**src/logic/asrp_regs.svh**
```systemverilog
// constants of the serial register port: frame layout, op codes, address map,
// reset values, controller register offsets and timing counts
// assumes: included by bare name from every design file that needs a figure
`ifndef ASRP_REGS_SVH
`define ASRP_REGS_SVH

// frame layout
`define ASRP_FRAME_BITS 24
`define ASRP_HDR_BITS 3
`define ASRP_ADDR_BITS 5
`define ASRP_DATA_BITS 16
`define ASRP_HDR_ADDR_BITS 8
`define ASRP_OP_WRITE 3'h2
`define ASRP_OP_READ 3'h6

// device address map
`define ASRP_ADDR_MAIN_CONFIGURATION_A 5'h01
`define ASRP_ADDR_MAIN_CONFIGURATION_B 5'h02
`define ASRP_ADDR_CALIBRATION_SETUP 5'h03
`define ASRP_ADDR_CHANNEL_A_GAIN_SETUP 5'h04
`define ASRP_ADDR_CHANNEL_A_OFFSET_TRIM 5'h05
`define ASRP_ADDR_CHANNEL_B_GAIN_SETUP 5'h06
`define ASRP_ADDR_CHANNEL_B_OFFSET_TRIM 5'h07
`define ASRP_ADDR_CHANNEL_C_GAIN_SETUP 5'h08
`define ASRP_ADDR_CHANNEL_C_OFFSET_TRIM 5'h09
`define ASRP_ADDR_CHANNEL_D_GAIN_SETUP 5'h0A
`define ASRP_ADDR_CHANNEL_D_OFFSET_TRIM 5'h0B
`define ASRP_ADDR_SAMPLING_APERTURE_TRIM 5'h0C
`define ASRP_ADDR_OUTPUT_TEST_PATTERN 5'h0D
`define ASRP_ADDR_CALIBRATION_SCAN 5'h0E
`define ASRP_ADDR_RESERVED_SLOT 5'h0F
`define ASRP_ADDR_LANE_ALIGNMENT_CONTROL 5'h10
`define ASRP_ADDR_LINK_SETUP_A 5'h11
`define ASRP_ADDR_LINK_SETUP_B 5'h12
`define ASRP_ADDR_LINK_SETUP_C 5'h13
`define ASRP_ADDR_LINK_SETUP_D 5'h14
`define ASRP_ADDR_REVISION 5'h1E
`define ASRP_ADDR_FIRST_RW 5'h01
`define ASRP_ADDR_LAST_RW 5'h14

// reset values
`define ASRP_POR_MAIN_CONFIGURATION_A 16'h0000
`define ASRP_POR_OTHER 16'h0000
`define ASRP_REVISION_VALUE 16'h00A5

// controller registers, byte addresses
`define ASRP_HOST_CMD 8'h00
`define ASRP_HOST_STATUS 8'h04
`define ASRP_HOST_RDATA 8'h08
`define ASRP_HOST_DIV 8'h0C
`define ASRP_CMD_READ_BIT 24
`define ASRP_CMD_ADDR_LSB 16
`define ASRP_STAT_BUSY_BIT 0
`define ASRP_STAT_DONE_BIT 1

// serial clock half period in system clocks
`define ASRP_HALF_DEFAULT 16'h0010
`define ASRP_HALF_MIN 16'h0008

`endif

```
**src/logic/asrp_if.sv**
```systemverilog
// pins between the serial master and the register port
// assumes: the data-out pin is pulled high while the device does not drive it
`timescale 1ns/1ps

interface asrp_if;
   logic port_select_n;
   logic serial_clk;
   logic serial_in;
   logic serial_out;
   logic serial_out_oe_n;
   logic serial_out_line;

   // pull-up model of the shared data-out wire
   assign serial_out_line = serial_out_oe_n ? 1'b1 : serial_out;

   modport dev (
      input port_select_n,
      input serial_clk,
      input serial_in,
      output serial_out,
      output serial_out_oe_n
   );

   modport host (
      output port_select_n,
      output serial_clk,
      output serial_in,
      input serial_out_line
   );
endinterface

```
**src/logic/asrp_device.sv**
```systemverilog
// Notes on behaviour
// - device acts only while select is low
// - input bit sampled on serial clock rise
// - no timeout; state held at any rate
// - one access is exactly 24 bits
// - most significant bit first, both directions
// - header 010 writes, 110 reads
// - five address bits follow header, top first
// - write stores last 16 bits at address
// - read ignores input, shifts register out
// - decode address map 01h upward, revision
// - host avoids access during calibration
// - registers read/write with defined reset values
//
// serial register port, device end: register file behind a 24-bit frame decoder
// assumes: pins arrive asynchronously and are synchronised on clk_sys; the
// serial clock is at least several clk_sys periods per phase
`timescale 1ns/1ps
`include "asrp_regs.svh"

module asrp_device #(
   parameter logic [15:0] REVISION = `ASRP_REVISION_VALUE, // arbitrary value
   parameter int NUM_RW = 20
) (
   // clock and reset
   input wire logic clk_sys,
   input wire logic reset_n,
   input wire logic clk_en,
   // serial pins
   asrp_if.dev link,
   // register contents, entry k holds address k+1
   output logic [NUM_RW*16-1:0] reg_contents,
   // write notification
   output logic reg_write_pulse,
   output logic [4:0] reg_write_addr,
   // status
   output logic frame_active
);
   // ****************************************
   // pin synchronisation
   // ****************************************
   logic [2:0] pins_sync;
   logic sclk_s;
   logic sel_n_s;
   logic sin_s;
   logic sclk_prev_reg;
   logic rise;
   logic fall;

   asrp_sync #(
      .WIDTH(3),
      .RESET_VAL(3'h2)
   ) u_sync (
      .clk_sys(clk_sys),
      .reset_n(reset_n),
      .clk_en(clk_en),
      .pin_in({link.serial_clk, link.port_select_n, link.serial_in}),
      .pin_sync(pins_sync)
   );

   assign sclk_s = pins_sync[2];
   assign sel_n_s = pins_sync[1];
   assign sin_s = pins_sync[0];

   always_ff @(posedge clk_sys or negedge reset_n) begin
      if (!reset_n) begin
         sclk_prev_reg <= 1'b0;
      end else if (clk_en) begin
         sclk_prev_reg <= sclk_s;
      end
   end

   // edges only count while selected; no time-out anywhere
   assign rise = sclk_s & ~sclk_prev_reg & ~sel_n_s;
   assign fall = ~sclk_s & sclk_prev_reg & ~sel_n_s;

   // ****************************************
   // frame shifter
   // ****************************************
   logic [4:0] bit_cnt_reg;
   logic [22:0] shift_reg;
   logic [23:0] frame_word;
   logic [2:0] hdr_now;
   logic [4:0] addr_now;
   logic [2:0] op_reg;
   logic [4:0] addr_reg;

   assign frame_word = {shift_reg, sin_s};
   assign hdr_now = frame_word[7:5];
   assign addr_now = frame_word[4:0];

   always_ff @(posedge clk_sys or negedge reset_n) begin
      if (!reset_n) begin
         bit_cnt_reg <= 5'h00;
         shift_reg <= 23'h000000;
      end else if (clk_en) begin
         if (sel_n_s) begin
            bit_cnt_reg <= 5'h00;
         end else if (rise && bit_cnt_reg != 5'(`ASRP_FRAME_BITS)) begin
            // bits beyond the 24th are dropped until the next select
            bit_cnt_reg <= bit_cnt_reg + 5'h01;
            shift_reg <= frame_word[22:0];
         end
      end
   end

   always_ff @(posedge clk_sys or negedge reset_n) begin
      if (!reset_n) begin
         op_reg <= 3'h0;
         addr_reg <= 5'h00;
      end else if (clk_en) begin
         if (rise && bit_cnt_reg == 5'(`ASRP_HDR_ADDR_BITS - 1)) begin
            op_reg <= hdr_now;
            addr_reg <= addr_now;
         end
      end
   end

   always_ff @(posedge clk_sys or negedge reset_n) begin
      if (!reset_n) begin
         frame_active <= 1'b0;
      end else if (clk_en) begin
         frame_active <= ~sel_n_s;
      end
   end

   // ****************************************
   // register file
   // ****************************************
   logic [15:0] regs_mem [`ASRP_ADDR_FIRST_RW:`ASRP_ADDR_LAST_RW];
   logic write_hit;
   logic [15:0] read_value;

   function automatic logic rw_addr(input logic [4:0] a);
      rw_addr = a >= `ASRP_ADDR_FIRST_RW && a <= `ASRP_ADDR_LAST_RW
                && a != `ASRP_ADDR_RESERVED_SLOT;
   endfunction

   // write lands only on the 24th bit, so an aborted frame leaves all intact
   assign write_hit = rise && bit_cnt_reg == 5'(`ASRP_FRAME_BITS - 1)
                      && op_reg == `ASRP_OP_WRITE && rw_addr(addr_reg);

   always_ff @(posedge clk_sys or negedge reset_n) begin
      if (!reset_n) begin
         for (int i = `ASRP_ADDR_FIRST_RW; i <= `ASRP_ADDR_LAST_RW; i++) begin
            regs_mem[i] <= `ASRP_POR_OTHER;
         end
         regs_mem[`ASRP_ADDR_MAIN_CONFIGURATION_A] <= `ASRP_POR_MAIN_CONFIGURATION_A;
      end else if (clk_en && write_hit) begin
         regs_mem[addr_reg] <= frame_word[15:0];
      end
   end

   always_ff @(posedge clk_sys or negedge reset_n) begin
      if (!reset_n) begin
         reg_write_pulse <= 1'b0;
         reg_write_addr <= 5'h00;
      end else if (clk_en) begin
         reg_write_pulse <= write_hit;
         if (write_hit) begin
            reg_write_addr <= addr_reg;
         end
      end
   end

   genvar g;
   generate
      for (g = 0; g < NUM_RW; g++) begin : g_out
         assign reg_contents[g*16 +: 16] = regs_mem[g + 1];
      end
   endgenerate

   // reserved and unmapped addresses read as zero
   always_comb begin
      read_value = 16'h0000;
      if (rw_addr(addr_now)) begin
         read_value = regs_mem[addr_now];
      end else if (addr_now == `ASRP_ADDR_REVISION) begin
         read_value = REVISION;
      end
   end

   // ****************************************
   // read-data shifter
   // ****************************************
   logic [15:0] out_shift_reg;
   logic rd_active_reg;
   logic [4:0] out_left_reg;

   // first data bit is presented right after the 8th rise and held over the
   // fall that follows it; each later fall moves on one bit, so the master
   // finds bit 15 at the 9th rise and bit 0 at the 24th
   always_ff @(posedge clk_sys or negedge reset_n) begin
      if (!reset_n) begin
         out_shift_reg <= 16'h0000;
         rd_active_reg <= 1'b0;
         out_left_reg <= 5'h00;
      end else if (clk_en) begin
         if (sel_n_s) begin
            rd_active_reg <= 1'b0;
         end else if (rise && bit_cnt_reg == 5'(`ASRP_HDR_ADDR_BITS - 1)
                      && hdr_now == `ASRP_OP_READ) begin
            out_shift_reg <= read_value;
            rd_active_reg <= 1'b1;
            out_left_reg <= 5'(`ASRP_DATA_BITS);
         end else if (fall && rd_active_reg) begin
            if (out_left_reg == 5'h00) begin
               rd_active_reg <= 1'b0;
            end else begin
               if (out_left_reg != 5'(`ASRP_DATA_BITS)) begin
                  out_shift_reg <= {out_shift_reg[14:0], 1'b0};
               end
               out_left_reg <= out_left_reg - 5'h01;
            end
         end
      end
   end

   always_ff @(posedge clk_sys or negedge reset_n) begin
      if (!reset_n) begin
         link.serial_out <= 1'b1;
         link.serial_out_oe_n <= 1'b1;
      end else if (clk_en) begin
         link.serial_out <= out_shift_reg[15];
         link.serial_out_oe_n <= ~(rd_active_reg & ~sel_n_s);
      end
   end
endmodule

```
**src/logic/asrp_sync.sv**
```systemverilog
// two-stage synchroniser for a group of pins
// assumes: inputs are asynchronous to clk_sys; RESET_VAL is the idle pin level
`timescale 1ns/1ps

module asrp_sync #(
   parameter int WIDTH = 1,
   parameter logic [WIDTH-1:0] RESET_VAL = '0
) (
   // clock and reset
   input wire logic clk_sys,
   input wire logic reset_n,
   input wire logic clk_en,
   // pins in, synchronised out
   input wire logic [WIDTH-1:0] pin_in,
   output logic [WIDTH-1:0] pin_sync
);
   logic [WIDTH-1:0] stage1_reg;

   always_ff @(posedge clk_sys or negedge reset_n) begin
      if (!reset_n) begin
         stage1_reg <= RESET_VAL;
         pin_sync <= RESET_VAL;
      end else if (clk_en) begin
         stage1_reg <= pin_in;
         pin_sync <= stage1_reg;
      end
   end
endmodule

```
**src/flat_wrapper.sv**
```systemverilog
// flat-port wrapper written by rule: the top's interface ports become plain ports
module asrp_device_flat 
#(
   parameter logic [15:0] REVISION = `ASRP_REVISION_VALUE,                   
   parameter int NUM_RW = 20
)
  (clk_sys, reset_n, clk_en, reg_contents, reg_write_pulse, reg_write_addr, frame_active, link_port_select_n, link_serial_clk, link_serial_in, link_serial_out, link_serial_out_oe_n);
  asrp_if link_i ();
  input wire logic clk_sys;
  input wire logic reset_n;
  input wire logic clk_en;
  output logic [NUM_RW*16-1:0] reg_contents;
  output logic reg_write_pulse;
  output logic [4:0] reg_write_addr;
  output logic frame_active;
  input wire logic [$bits(link_i.port_select_n)-1:0] link_port_select_n;
  input wire logic [$bits(link_i.serial_clk)-1:0] link_serial_clk;
  input wire logic [$bits(link_i.serial_in)-1:0] link_serial_in;
  output wire logic [$bits(link_i.serial_out)-1:0] link_serial_out;
  output wire logic [$bits(link_i.serial_out_oe_n)-1:0] link_serial_out_oe_n;
  assign link_i.port_select_n = link_port_select_n;
  assign link_i.serial_clk = link_serial_clk;
  assign link_i.serial_in = link_serial_in;
  assign link_serial_out = link_i.serial_out;
  assign link_serial_out_oe_n = link_i.serial_out_oe_n;
  asrp_device #(.REVISION(REVISION), .NUM_RW(NUM_RW)) u_core (.clk_sys(clk_sys), .reset_n(reset_n), .clk_en(clk_en), .link(link_i), .reg_contents(reg_contents), .reg_write_pulse(reg_write_pulse), .reg_write_addr(reg_write_addr), .frame_active(frame_active));
endmodule
```
**config.mk**
```make
export PLATFORM = sky130hd
export DESIGN_NAME = asrp_device_flat
export DESIGN_NICKNAME = d
export VERILOG_FILES = /design/src/logic/asrp_if.sv /design/src/logic/asrp_device.sv /design/src/logic/asrp_sync.sv /design/src/flat_wrapper.sv
export VERILOG_INCLUDE_DIRS = /design/src /design/src/logic
export SDC_FILE = /design/constraint.sdc
export NUM_CORES = 1
export LEC_CHECK = 0
export BUFFER_PORTS_ARGS = -buffer_cell sky130_fd_sc_hd__buf_4
export CAP_MARGIN = 5
export CORE_ASPECT_RATIO = 0.9
export CORE_MARGIN = 4
export CORE_UTILIZATION = 40
export CTS_BUF_LIST = sky130_fd_sc_hd__clkbuf_8 sky130_fd_sc_hd__clkbuf_16
export DETAILED_ROUTE_END_ITERATION = 16
export PLACE_DENSITY_LB_ADDON = 0.15
export SLEW_MARGIN = 40
export SYNTH_ARGS = -nofsm -noshare
export SYNTH_HDL_FRONTEND = slang
export SYNTH_SLANG_ARGS = --single-unit
```
**constraint.sdc**
```tcl
create_clock -name clk_sys -period 7.5 [get_ports clk_sys]
set_input_delay 0.375 -clock clk_sys [delete_from_list [all_inputs] [get_ports clk_sys]]
set_output_delay 0.375 -clock clk_sys [all_outputs]
set_load 0.02 [all_outputs]
```
# ---- Word-level counts from Yosys, hierarchy flattened
# Cells that the tools add are included.
dict set report totals {
  register_bits 386
  in_bits 6
  wordCells 112
  out_inout_bits 329
}
dict set report classes {
  bitwise_logic 11
  addsub 2
  mux 21
  reduce_logical 26
  n_eq_ne 10
  order_cmp 7
}
# op n
set ops {}
lappend ops {{bitwise mux 320 bit} 1}
lappend ops {{2-to-1 mux 16 bit} 8}
lappend ops {{binary-select mux 16 bit (select 5 bit)} 1}
lappend ops {{demux 16 bit (select 5 bit)} 1}
lappend ops {{2-to-1 mux 5 bit} 5}
lappend ops {{logical AND 1 bit} 13}
lappend ops {{>= comparator 6 bit, second input constant} 2}
lappend ops {{inverter 5 -> 6 bit} 2}
lappend ops {{== test 5 bit, second input constant} 2}
lappend ops {{>= comparator 5 x 1 -> 1 bit, second input constant} 2}
lappend ops {{<= comparator 5 bit, second input constant} 2}
lappend ops {{!= test 5 x 4 -> 1 bit, second input constant} 2}
lappend ops {{!= test 5 bit, second input constant} 2}
lappend ops {{2-to-1 mux 8 bit} 1}
lappend ops {{less-than comparator 6 x 1 -> 1 bit, second input constant} 1}
lappend ops {{AND reduction 2 bit} 3}
lappend ops {{AND reduction 3 bit} 2}
lappend ops {{nonzero test 2 bit} 3}
lappend ops {{nonzero test 3 bit} 2}
lappend ops {{adder 5 x 1 -> 5 bit, second input constant} 1}
lappend ops {{AND 1 bit} 5}
lappend ops {{== test 5 x 3 -> 1 bit, second input constant} 1}
lappend ops {{zero test 5 bit} 1}
lappend ops {{AND reduction 5 bit} 1}
lappend ops {{other kinds (7)} 13}

# ---- Depth between registers and ports, before layout
# Gate-level depths: netlist of the first run.
dict set report depth {
  depth_word 7
  mapped_depth 9
  mapped_depth_nobuf 7
}

# ---- Hierarchy
# Synthesis of the first run repeated with hierarchy kept, for this count alone.
dict set report unflattened {
  hier_cells 1271
  area_unflattened_um2 18192.4
}
# mod cells_each seq_area_each_um2 instances area_per_inst_um2
set by_module_without_submodules {}
lappend by_module_without_submodules {asrp_device 1258 9511.6 1 17938.5}
lappend by_module_without_submodules {asrp_sync 13 152.6 1 254.0}

# ---- Worst setup path after synthesis of the first run
# OpenSTA, ideal clock, no wires.
dict set report synth_path {
  kind {flip-flop to flip-flop}
  from {register u_core.addr_reg[1]}
  to {register u_core.regs_mem (netlist bit u_core.reg_contents[256])}
  setup_slack_ps 5138
  setup_ps 125
  path_buffers 4
  stages_incl_launch_ff 10
  arrival_time_ps 2237
  cell_sequence {dfrtp_1 > or2_1 > clkbuf_2 > a21oi_1 > o2111ai_2 > buf_6 > buf_12 > nor3_4 > buf_6 > mux2_2}
}
dict set report synth_between {
  elab_chain_cells 6
  word_cells_on_any_way 14
}
# element line
set synth_rtl {}
lappend synth_rtl {{start, declared} asrp_device.sv:86} ;# logic [4:0] addr_reg;
lappend synth_rtl {{start signal, assigned} asrp_device.sv:114} ;# addr_reg <= addr_now;
lappend synth_rtl {{inverter 5 -> 6 bit (not written as such)} asrp_device.sv:150} ;# regs_mem[addr_reg] <= frame_word[15:0];
lappend synth_rtl {{>= comparator 6 bit (not written as such) or less-than comparator 6 x 1 -> 1 bit (tied branches)} asrp_device.sv:150}
lappend synth_rtl {{logical AND 1 bit (not written as such)} asrp_device.sv:150}
lappend synth_rtl {{2-to-1 mux 16 bit (not written as such)} asrp_device.sv:150}
lappend synth_rtl {{demux 16 bit (select 5 bit)} asrp_device.sv:150}
lappend synth_rtl {{bitwise mux 320 bit} asrp_device.sv:150}
lappend synth_rtl {{end signal, assigned by index} asrp_device.sv:146} ;# regs_mem[i] <= `ASRP_POR_OTHER;
lappend synth_rtl {{end signal, assigned by index} asrp_device.sv:148} ;# regs_mem[`ASRP_ADDR_MAIN_CONFIGURATION_A] <= `ASRP_POR_MAIN_CONFIGURATION_A;
lappend synth_rtl {{end signal, assigned by index} asrp_device.sv:150}
lappend synth_rtl {{end, declared} asrp_device.sv:130} ;# logic [15:0] regs_mem [`ASRP_ADDR_FIRST_RW:`ASRP_ADDR_LAST_RW];
# Several ways; a longest one is shown, not always the timed one.
# A chain may end at the register's enable or synchronous reset.

# ---- Final worst setup path of the first run
dict set report layout_path {
  from {register u_core.shift_reg[0]}
  to {register u_core.out_shift_reg[13]}
}
dict set report layout_between {
  elab_chain_cells 6
  word_cells_on_any_way 11
}
# element line
set layout_rtl {}
lappend layout_rtl {{start, declared} asrp_device.sv:81} ;# logic [22:0] shift_reg;
lappend layout_rtl {{start signal, assigned} asrp_device.sv:102} ;# shift_reg <= frame_word[22:0];
lappend layout_rtl {{inverter 5 -> 6 bit (not written as such)} asrp_device.sv:177} ;# read_value = regs_mem[addr_now];
lappend layout_rtl {{binary-select mux 16 bit (select 5 bit)} asrp_device.sv:177}
lappend layout_rtl {{2-to-1 mux 16 bit (not written as such) (2 in series)} asrp_device.sv:177}
lappend layout_rtl {{2-to-1 mux 16 bit *} asrp_device.sv:176} ;# if (rw_addr(addr_now)) begin
lappend layout_rtl {{2-to-1 mux 16 bit *} asrp_device.sv:201} ;# end else if (rise && bit_cnt_reg == 5'(`ASRP_HDR_ADDR_BITS - 1)
lappend layout_rtl {{end signal, assigned} asrp_device.sv:203} ;# out_shift_reg <= read_value;
lappend layout_rtl {{end signal, assigned} asrp_device.sv:211} ;# out_shift_reg <= {out_shift_reg[14:0], 1'b0};
lappend layout_rtl {{end, declared} asrp_device.sv:186} ;# logic [15:0] out_shift_reg;
# Every way passes the cells marked *; elsewhere a longest branch is shown, timed or not. The select of a mux whose other input is x is not followed.

==> results.txt, run 1 <==
Root Driver - clkbuf_16
Multi-input gate area - 0.00766 mm²
Internal power - 3.67 mW
Area leader, netlist - dfrtp_1
DIE HEIGHT - 209 µm
WP data required - 7.91 ns
Crit Path Class - reg -> reg
CTS Buffer Depth - 3
Diodes inserted - 0
Max reg flops - 320
First-pass GRT wire length - 88200 µm
Vias in the first global route - 12643
Main combinational cell family by area after synthesis - multiplexers
Switching Share - 30.4%
Via Count - 12267
Hold crit path type - in -> reg
Slowest stage delay, CP - 0.79 ns
CTS resizes - 0
Worst Skew - 0.0217 ns
Crit. End Element - register
DRT iter0 DRCs - 849
WL final - 59100 µm
Fin crit period - 3.28 ns
Syn avg cell area - 13.6 µm²
Slew @ Worst Pin - 0.809 ns
Share of layout cells above drive strength 1 - 52.3%
Initial antenna violation count - 0
PortBufs - 334
Hold Slack - 0.0343 ns
Final worst path period share - 43.7%
Largest net degree at the start of global routing - 151
Worst Hold Depth - 2
Remaining DRCs - 0
Peak supply drop - 0.135 mV
Grt total ovfl - 0
Worst Path Arrival - 3.69 ns
Clk_lat worst skew - 0.57 ns
RSZ-0062 raised after global routing - no
Maximum level of the CTS H-tree - 2
Main synth FF type - dfrtp_1
Post-synthesis simple-gate area fraction - 5.92%
Mux contribution to synthesized area - 29.3%
Post-synthesis compound-gate area fraction - 6.82%
CTS tree - yes
Final HPWL DP - 42000 µm
Pwr per Cell Area - 235 mW/mm²
Power Total - 5.27 mW
Final antenna-violating net count - 0
Post-synth EDFFs - 0
Fin. max-slew vios - 0
CP max stage cell - dfrtp_4
Yosys reg bits - 386
Psw - 1.60 mW
Fin. Hold Viols - 0
Post-route design area - 0.0224 mm²
Util after Layout - 50.7%
Fillers - 3884
Row count - 73
Cts bufs inserted - 43
XOR/XNOR Fraction of Synth Area - 0.0973%
Initial core utilization - 40.6%
Via density - 5.49
F_max - 305 MHz
Ranking of synthesized cells by area - dfrtp_1 (53%), mux2_2 (20%), mux4_2 (3.3%)
Core area - 0.0443 mm²
Drt wl/cell - 26.5 µm
Post-synthesis sequential area ratio - 53.7%
Dpl cell area - 0.0209 mm²
Asr flop ratio synth - 100%
Max-slew headroom - 46.1%
Dominant cell by count in the synthesized netlist - dfrtp_1
Share of the synthesized area in the top cell type - 53.1%
Synth top cells by count - dfrtp_1 (382), mux2_2 (325), clkbuf_1 (75)
CTS Sinks - 386
Combinational share of power - 16.0%
# Max-Cap Violations - 0
TNS Setup - 0 ns
Width of the die - 232 µm
P_leak - 11.4 nW
Area Overhead vs Synth - 24.7%
Cell Area, Synth - 0.0180 mm²
Die ar. - 0.0485 mm²
Post-synth cell types - 71
Path depth of the worst reg2reg path - 6
Warnings, synthesis - 0
Drt pass-1 iters - 5
Final count of negative-setup-slack endpoints - 0
Routability cong. - 0.834
Synthesized Nets - 1335
Reg clk slew, reported paths - 0.06 ns
Io pins - 335
Crit path max fanout - 50
Status - finished clean
Clock power share - 40.8%
Adder-Cell Fraction of Synth Area - 0.278%
GR Util All Layers - 24.1%
CP cell instances - buf_4 -> nand4bb_1 -> a211oi_1 -> a21oi_1 -> o211ai_1 -> o31ai_1
Sequential Power Share - 43.2%
Startpoint types - register
Cell count after synthesis - 1325
Final #Nets - 1611
FF/Latch Area - 0.00968 mm²
worst paths after layout:
kind                       slack (ns)                      from                     endpoint
max                              4.22       u_core.shift_reg[0]     u_core.out_shift_reg[13]
min                              0.03            link_serial_in  u_core.u_sync.stage1_reg[0]
min reg2reg                      0.40  u_core.reg_contents[229]     u_core.reg_contents[229]
max reg2reg                      4.22       u_core.shift_reg[0]     u_core.out_shift_reg[13]
max in group asynchronous        5.86                   reset_n     u_core.reg_contents[103]
min in group asynchronous        0.27                   reset_n  u_core.u_sync.stage1_reg[0]
metrics by stage:
| stage | cells | worst slack [ns] |
|---|---|---|
| after global placement | 2141 | 4.21 |
| final | 2234 | 4.22 |
| after floorplan | 1325 | 5.14 |
| after global routing | 2234 | 4.03 |
| after detailed placement | 2152 | 4.21 |
| after CTS | 2231 | 4.19 |
critical path: cells and delay by family, from the launching register on:
| kind | cells | cell delay (ns) |
|---|---|---|
| AOI/OAI and AO/OA | 4 | 1.02 |
| buffers and inverters | 1 | 0.63 |
| DFF | 1 | 0.79 |
| and+or+nand+nor | 1 | 0.65 |
power groups by stage:
| stage | registers [mW] | logic, mW | clock network [mW] |
|---|---|---|---|
| floorplan | 2.19 | 0.595 | 0 |
| global placement | 2.35 | 0.766 | 0 |
| detailed placement | 2.32 | 0.823 | 0 |
| CTS | 2.28 | 0.826 | 2.19 |
| global route | 2.29 | 0.912 | 2.28 |
| finish | 2.28 | 0.841 | 2.15 |
what timing repair did:
item / in CTS / in global routing
endpoints found under the setup margin: 0 / 0
endpoints found under the hold margin: 92 / 0
buffers inserted: 0 / 0
hold buffers: 1 / 0
final cells by class:
cell class / instances / share of cell area (%)
repair buffers: 364 / 12.7
inverters: 12 / 0.201
clock buffers: 58 / 5.81
well taps: 600 / 3.34
multi-input cells: 794 / 34.1
flip-flops and latches: 386 / 43.1
clock inverters: 20 / 0.630
per-layer routing:
layer / GRT usage, % / wire (µm) / up-vias
met1: 34.5 / 26500 / 6405
met5: 0 / 0 / -
met4: 6.18 / 1520 / 0
li1: - / - / 5443
met3: 6.54 / 4070 / 77
met2: 36.6 / 27000 / 342
cell usage in the layout (no fill, tap or decap), types with 4 or more instances in the layout:
cell,Yosys,routed
nand2_1,47,47
nor2_1,32,31
o211ai_1,7,7
mux2_1,10,10
buf_6,7,8
mux2_2,325,325
nand3b_1,4,4
o22ai_1,5,5
nor2b_1,24,24
or3_2,0,8
o21ai_0,26,26
a221oi_1,7,7
buf_4,7,348
a31oi_1,11,11
dfrtp_2,0,7
nor4_1,4,4
mux2i_1,46,46
a32o_1,7,7
clkbuf_8,0,13
mux4_2,26,26
dfstp_2,4,4
a221o_1,5,5
o31ai_1,11,11
a32oi_1,5,5
a211oi_1,33,33
inv_1,12,24
nor3_1,4,4
a22oi_1,7,7
dfrtp_1,382,372
and4_1,6,6
a21oi_1,33,32
nor3_4,10,10
nand3_1,5,4
mux2_4,30,30
clkinv_2,0,5
clkbuf_16,0,45
ha_1,4,4
logic make-up (layout without fill, tap and decap cells):
group | count (synthesis) | in the layout
buf+inv | 145 | 454
fa+ha+maj | 4 | 4
compound gates | 176 | 176
xor+xnor | 2 | 2
simple gates | 175 | 175
flops | 386 | 386
mux | 437 | 437
Power figures use the tool's default switching activity.
==> run 2: changes to the inputs <==
Clock period 7.5 ns to 3.37 ns, I/O delays scaled along.
==> results.txt, run 2 (same netlist as run 1, synthesis figures left out) <==
Via Count - 12406
Via density - 5.47
Setup Fix Bufs, Post-CTS - 0
Crit path max fanout - 16
Startpoint types - register
Diodes inserted - 0
WL final - 59600 µm
Crit path buffers/inverters - 2
Grt total ovfl - 0
Peak supply drop - 0.348 mV
RSZ-0062 raised after global routing - no
Final count of negative-setup-slack endpoints - 0
Slew @ Worst Pin - 0.836 ns
Final worst slack - 0.529 ns
Final worst path period share - 84.3%
CTS tree - yes
Crit. End Element - register
Width of the die - 232 µm
Fin. max-slew vios - 0
Most used cell, CP - buf_4
DRT iter0 DRCs - 904
Cts bufs inserted - 43
Initial antenna violation count - 0
PortBufs - 334
Commonest non-fill, non-tap cell in the layout - buf_4
Clk_lat worst skew - 0.59 ns
Fillers - 3928
Core area - 0.0443 mm²
Pwr per Cell Area - 522 mW/mm²
Initial core utilization - 40.6%
Switching Share - 31.3%
Crit Path Class - reg -> reg
Worst Skew - 0.0195 ns
WP data required - 3.82 ns
GR Util All Layers - 24.5%
Dpl cells - 2184
Post-route design area - 0.0226 mm²
CP cell instances - or3_4 -> o221a_1 -> o2111ai_4 -> buf_4 -> or3_1 -> buf_4 -> mux2_2
Worst Path Arrival - 3.29 ns
CTS Buffer Depth - 3
Final HPWL DP - 42500 µm
Max-slew headroom - 44.2%
# Max-Cap Violations - 0
Drt wl/cell - 26.3 µm
Combinational share of power - 18.5%
Pre-CTS worst setup slack - 0.549 ns
Final antenna-violating net count - 0
CP max stage cell - or3_4
Share of layout cells above drive strength 1 - 52.1%
Internal power - 8.11 mW
Vias in the first global route - 13008
Drt pass-1 iters - 5
F_max - 352 MHz
TNS Setup - 0 ns
Clock power share - 39.0%
Area Overhead vs Synth - 25.4%
Slowest stage delay, CP - 0.47 ns
Sequential Power Share - 42.5%
Reg clk slew, reported paths - 0.06 ns
Dpl cell area - 0.0211 mm²
Io pins - 335
Die ar. - 0.0485 mm²
Max reg flops - 320
Final #Nets - 1645
Largest net degree at the start of global routing - 97
Status - finished clean
DIE HEIGHT - 209 µm
Row count - 73
Root Driver - clkbuf_16
Psw - 3.69 mW
CTS Sinks - 386
Remaining DRCs - 0
P_leak - 11.5 nW
Routability cong. - 0.807
Hold crit path type - in -> async
First-pass GRT wire length - 89500 µm
Most frequent cells in the layout - buf_4 (388), dfrtp_1 (373), mux2_2 (325)
Fin crit period - 2.84 ns
Maximum level of the CTS H-tree - 2
Fin. Hold Viols - 0
CP top delay family - buffers and inverters
Final Non-Filler Cells - 2269
[run 2: changes by cell type in the layout (fill, tap and decap cells not counted), sizes merged]
cell	previous run	this run
inv	25	31
dlygate4sd3	1	5
clkbuf	58	55
buf	363	393
bufinv	2	1
clkinv	5	4
[run 2: final cells by class]
type | count | area, µm² | area share (%)
sequential | 386 | 9680 | 42.9
timing repair buffer | 398 | 3070 | 13.6
inverter | 12 | 45.0 | 0.199
clock inverter | 24 | 138 | 0.609
clock buffer | 55 | 1250 | 5.55
multi-input combinational | 794 | 7650 | 33.9
tap | 600 | 751 | 3.32
[run 2: stage by stage]
stage | util [%] | total power [mW] | hold slack, ns
final | 51.0 | 11.8 | 0.0627
after global routing | 51.0 | 12.3 | 0.0666
after CTS | 50.9 | 11.9 | 0.260
after detailed placement | 47.7 | 7.26 | 0.265
after global placement | 47.6 | 7.23 | 0.263
after floorplan | - | 6.20 | -0.127
[run 2: metal layers]
| metal | share of wire [%] | global-route usage (%) | routed length [µm] |
|---|---|---|---|
| met1 | 44 | 33.9 | 26100 |
| met4 | 1.9 | 5.63 | 1130 |
| met3 | 6.7 | 6.53 | 4010 |
| met5 | 0 | 0 | 0 |
| met2 | 48 | 38.9 | 28300 |
[run 2: what timing repair did]
item,CTS,global route
hold buffers,5,0
endpoints found under the hold margin,97,0
gates resized for setup,0,0
[run 2: worst reg2reg max path, stage by stage (launching register included)]
cell       delay, ns
dfrtp_1         0.46
or3_4           0.47
o221a_1         0.30
o2111ai_4       0.27
buf_4           0.38
or3_1           0.16
buf_4           0.30
mux2_2          0.39
[run 2: final timing paths]
check | start | endpoint | slack [ns] | depth (start not counted)
worst min register to register | u_core.reg_contents[227] | u_core.reg_contents[227] | 0.40 | 0
worst min-delay path | reset_n | u_core.u_sync.stage1_reg[0] | 0.06 | 2
max in group asynchronous | reset_n | u_core.reg_contents[140] | 2.17 | 4
min in group clk_sys | link_serial_in | u_core.u_sync.stage1_reg[0] | 0.38 | 3
worst max register to register | u_core.addr_reg[2] | u_core.reg_contents[36] | 0.53 | 7
worst max-delay path | u_core.addr_reg[2] | u_core.reg_contents[36] | 0.53 | 7
[run 2: power by group through the flow]
stage	Clock [mW]	Sequential [mW]	Combinational [mW]
after CTS	4.72	5.01	2.18
after global routing	4.92	5.03	2.34
after floorplan	0	4.87	1.32
after global placement	0	5.09	2.13
final	4.60	5.01	2.19
after detailed placement	0	5.10	2.16
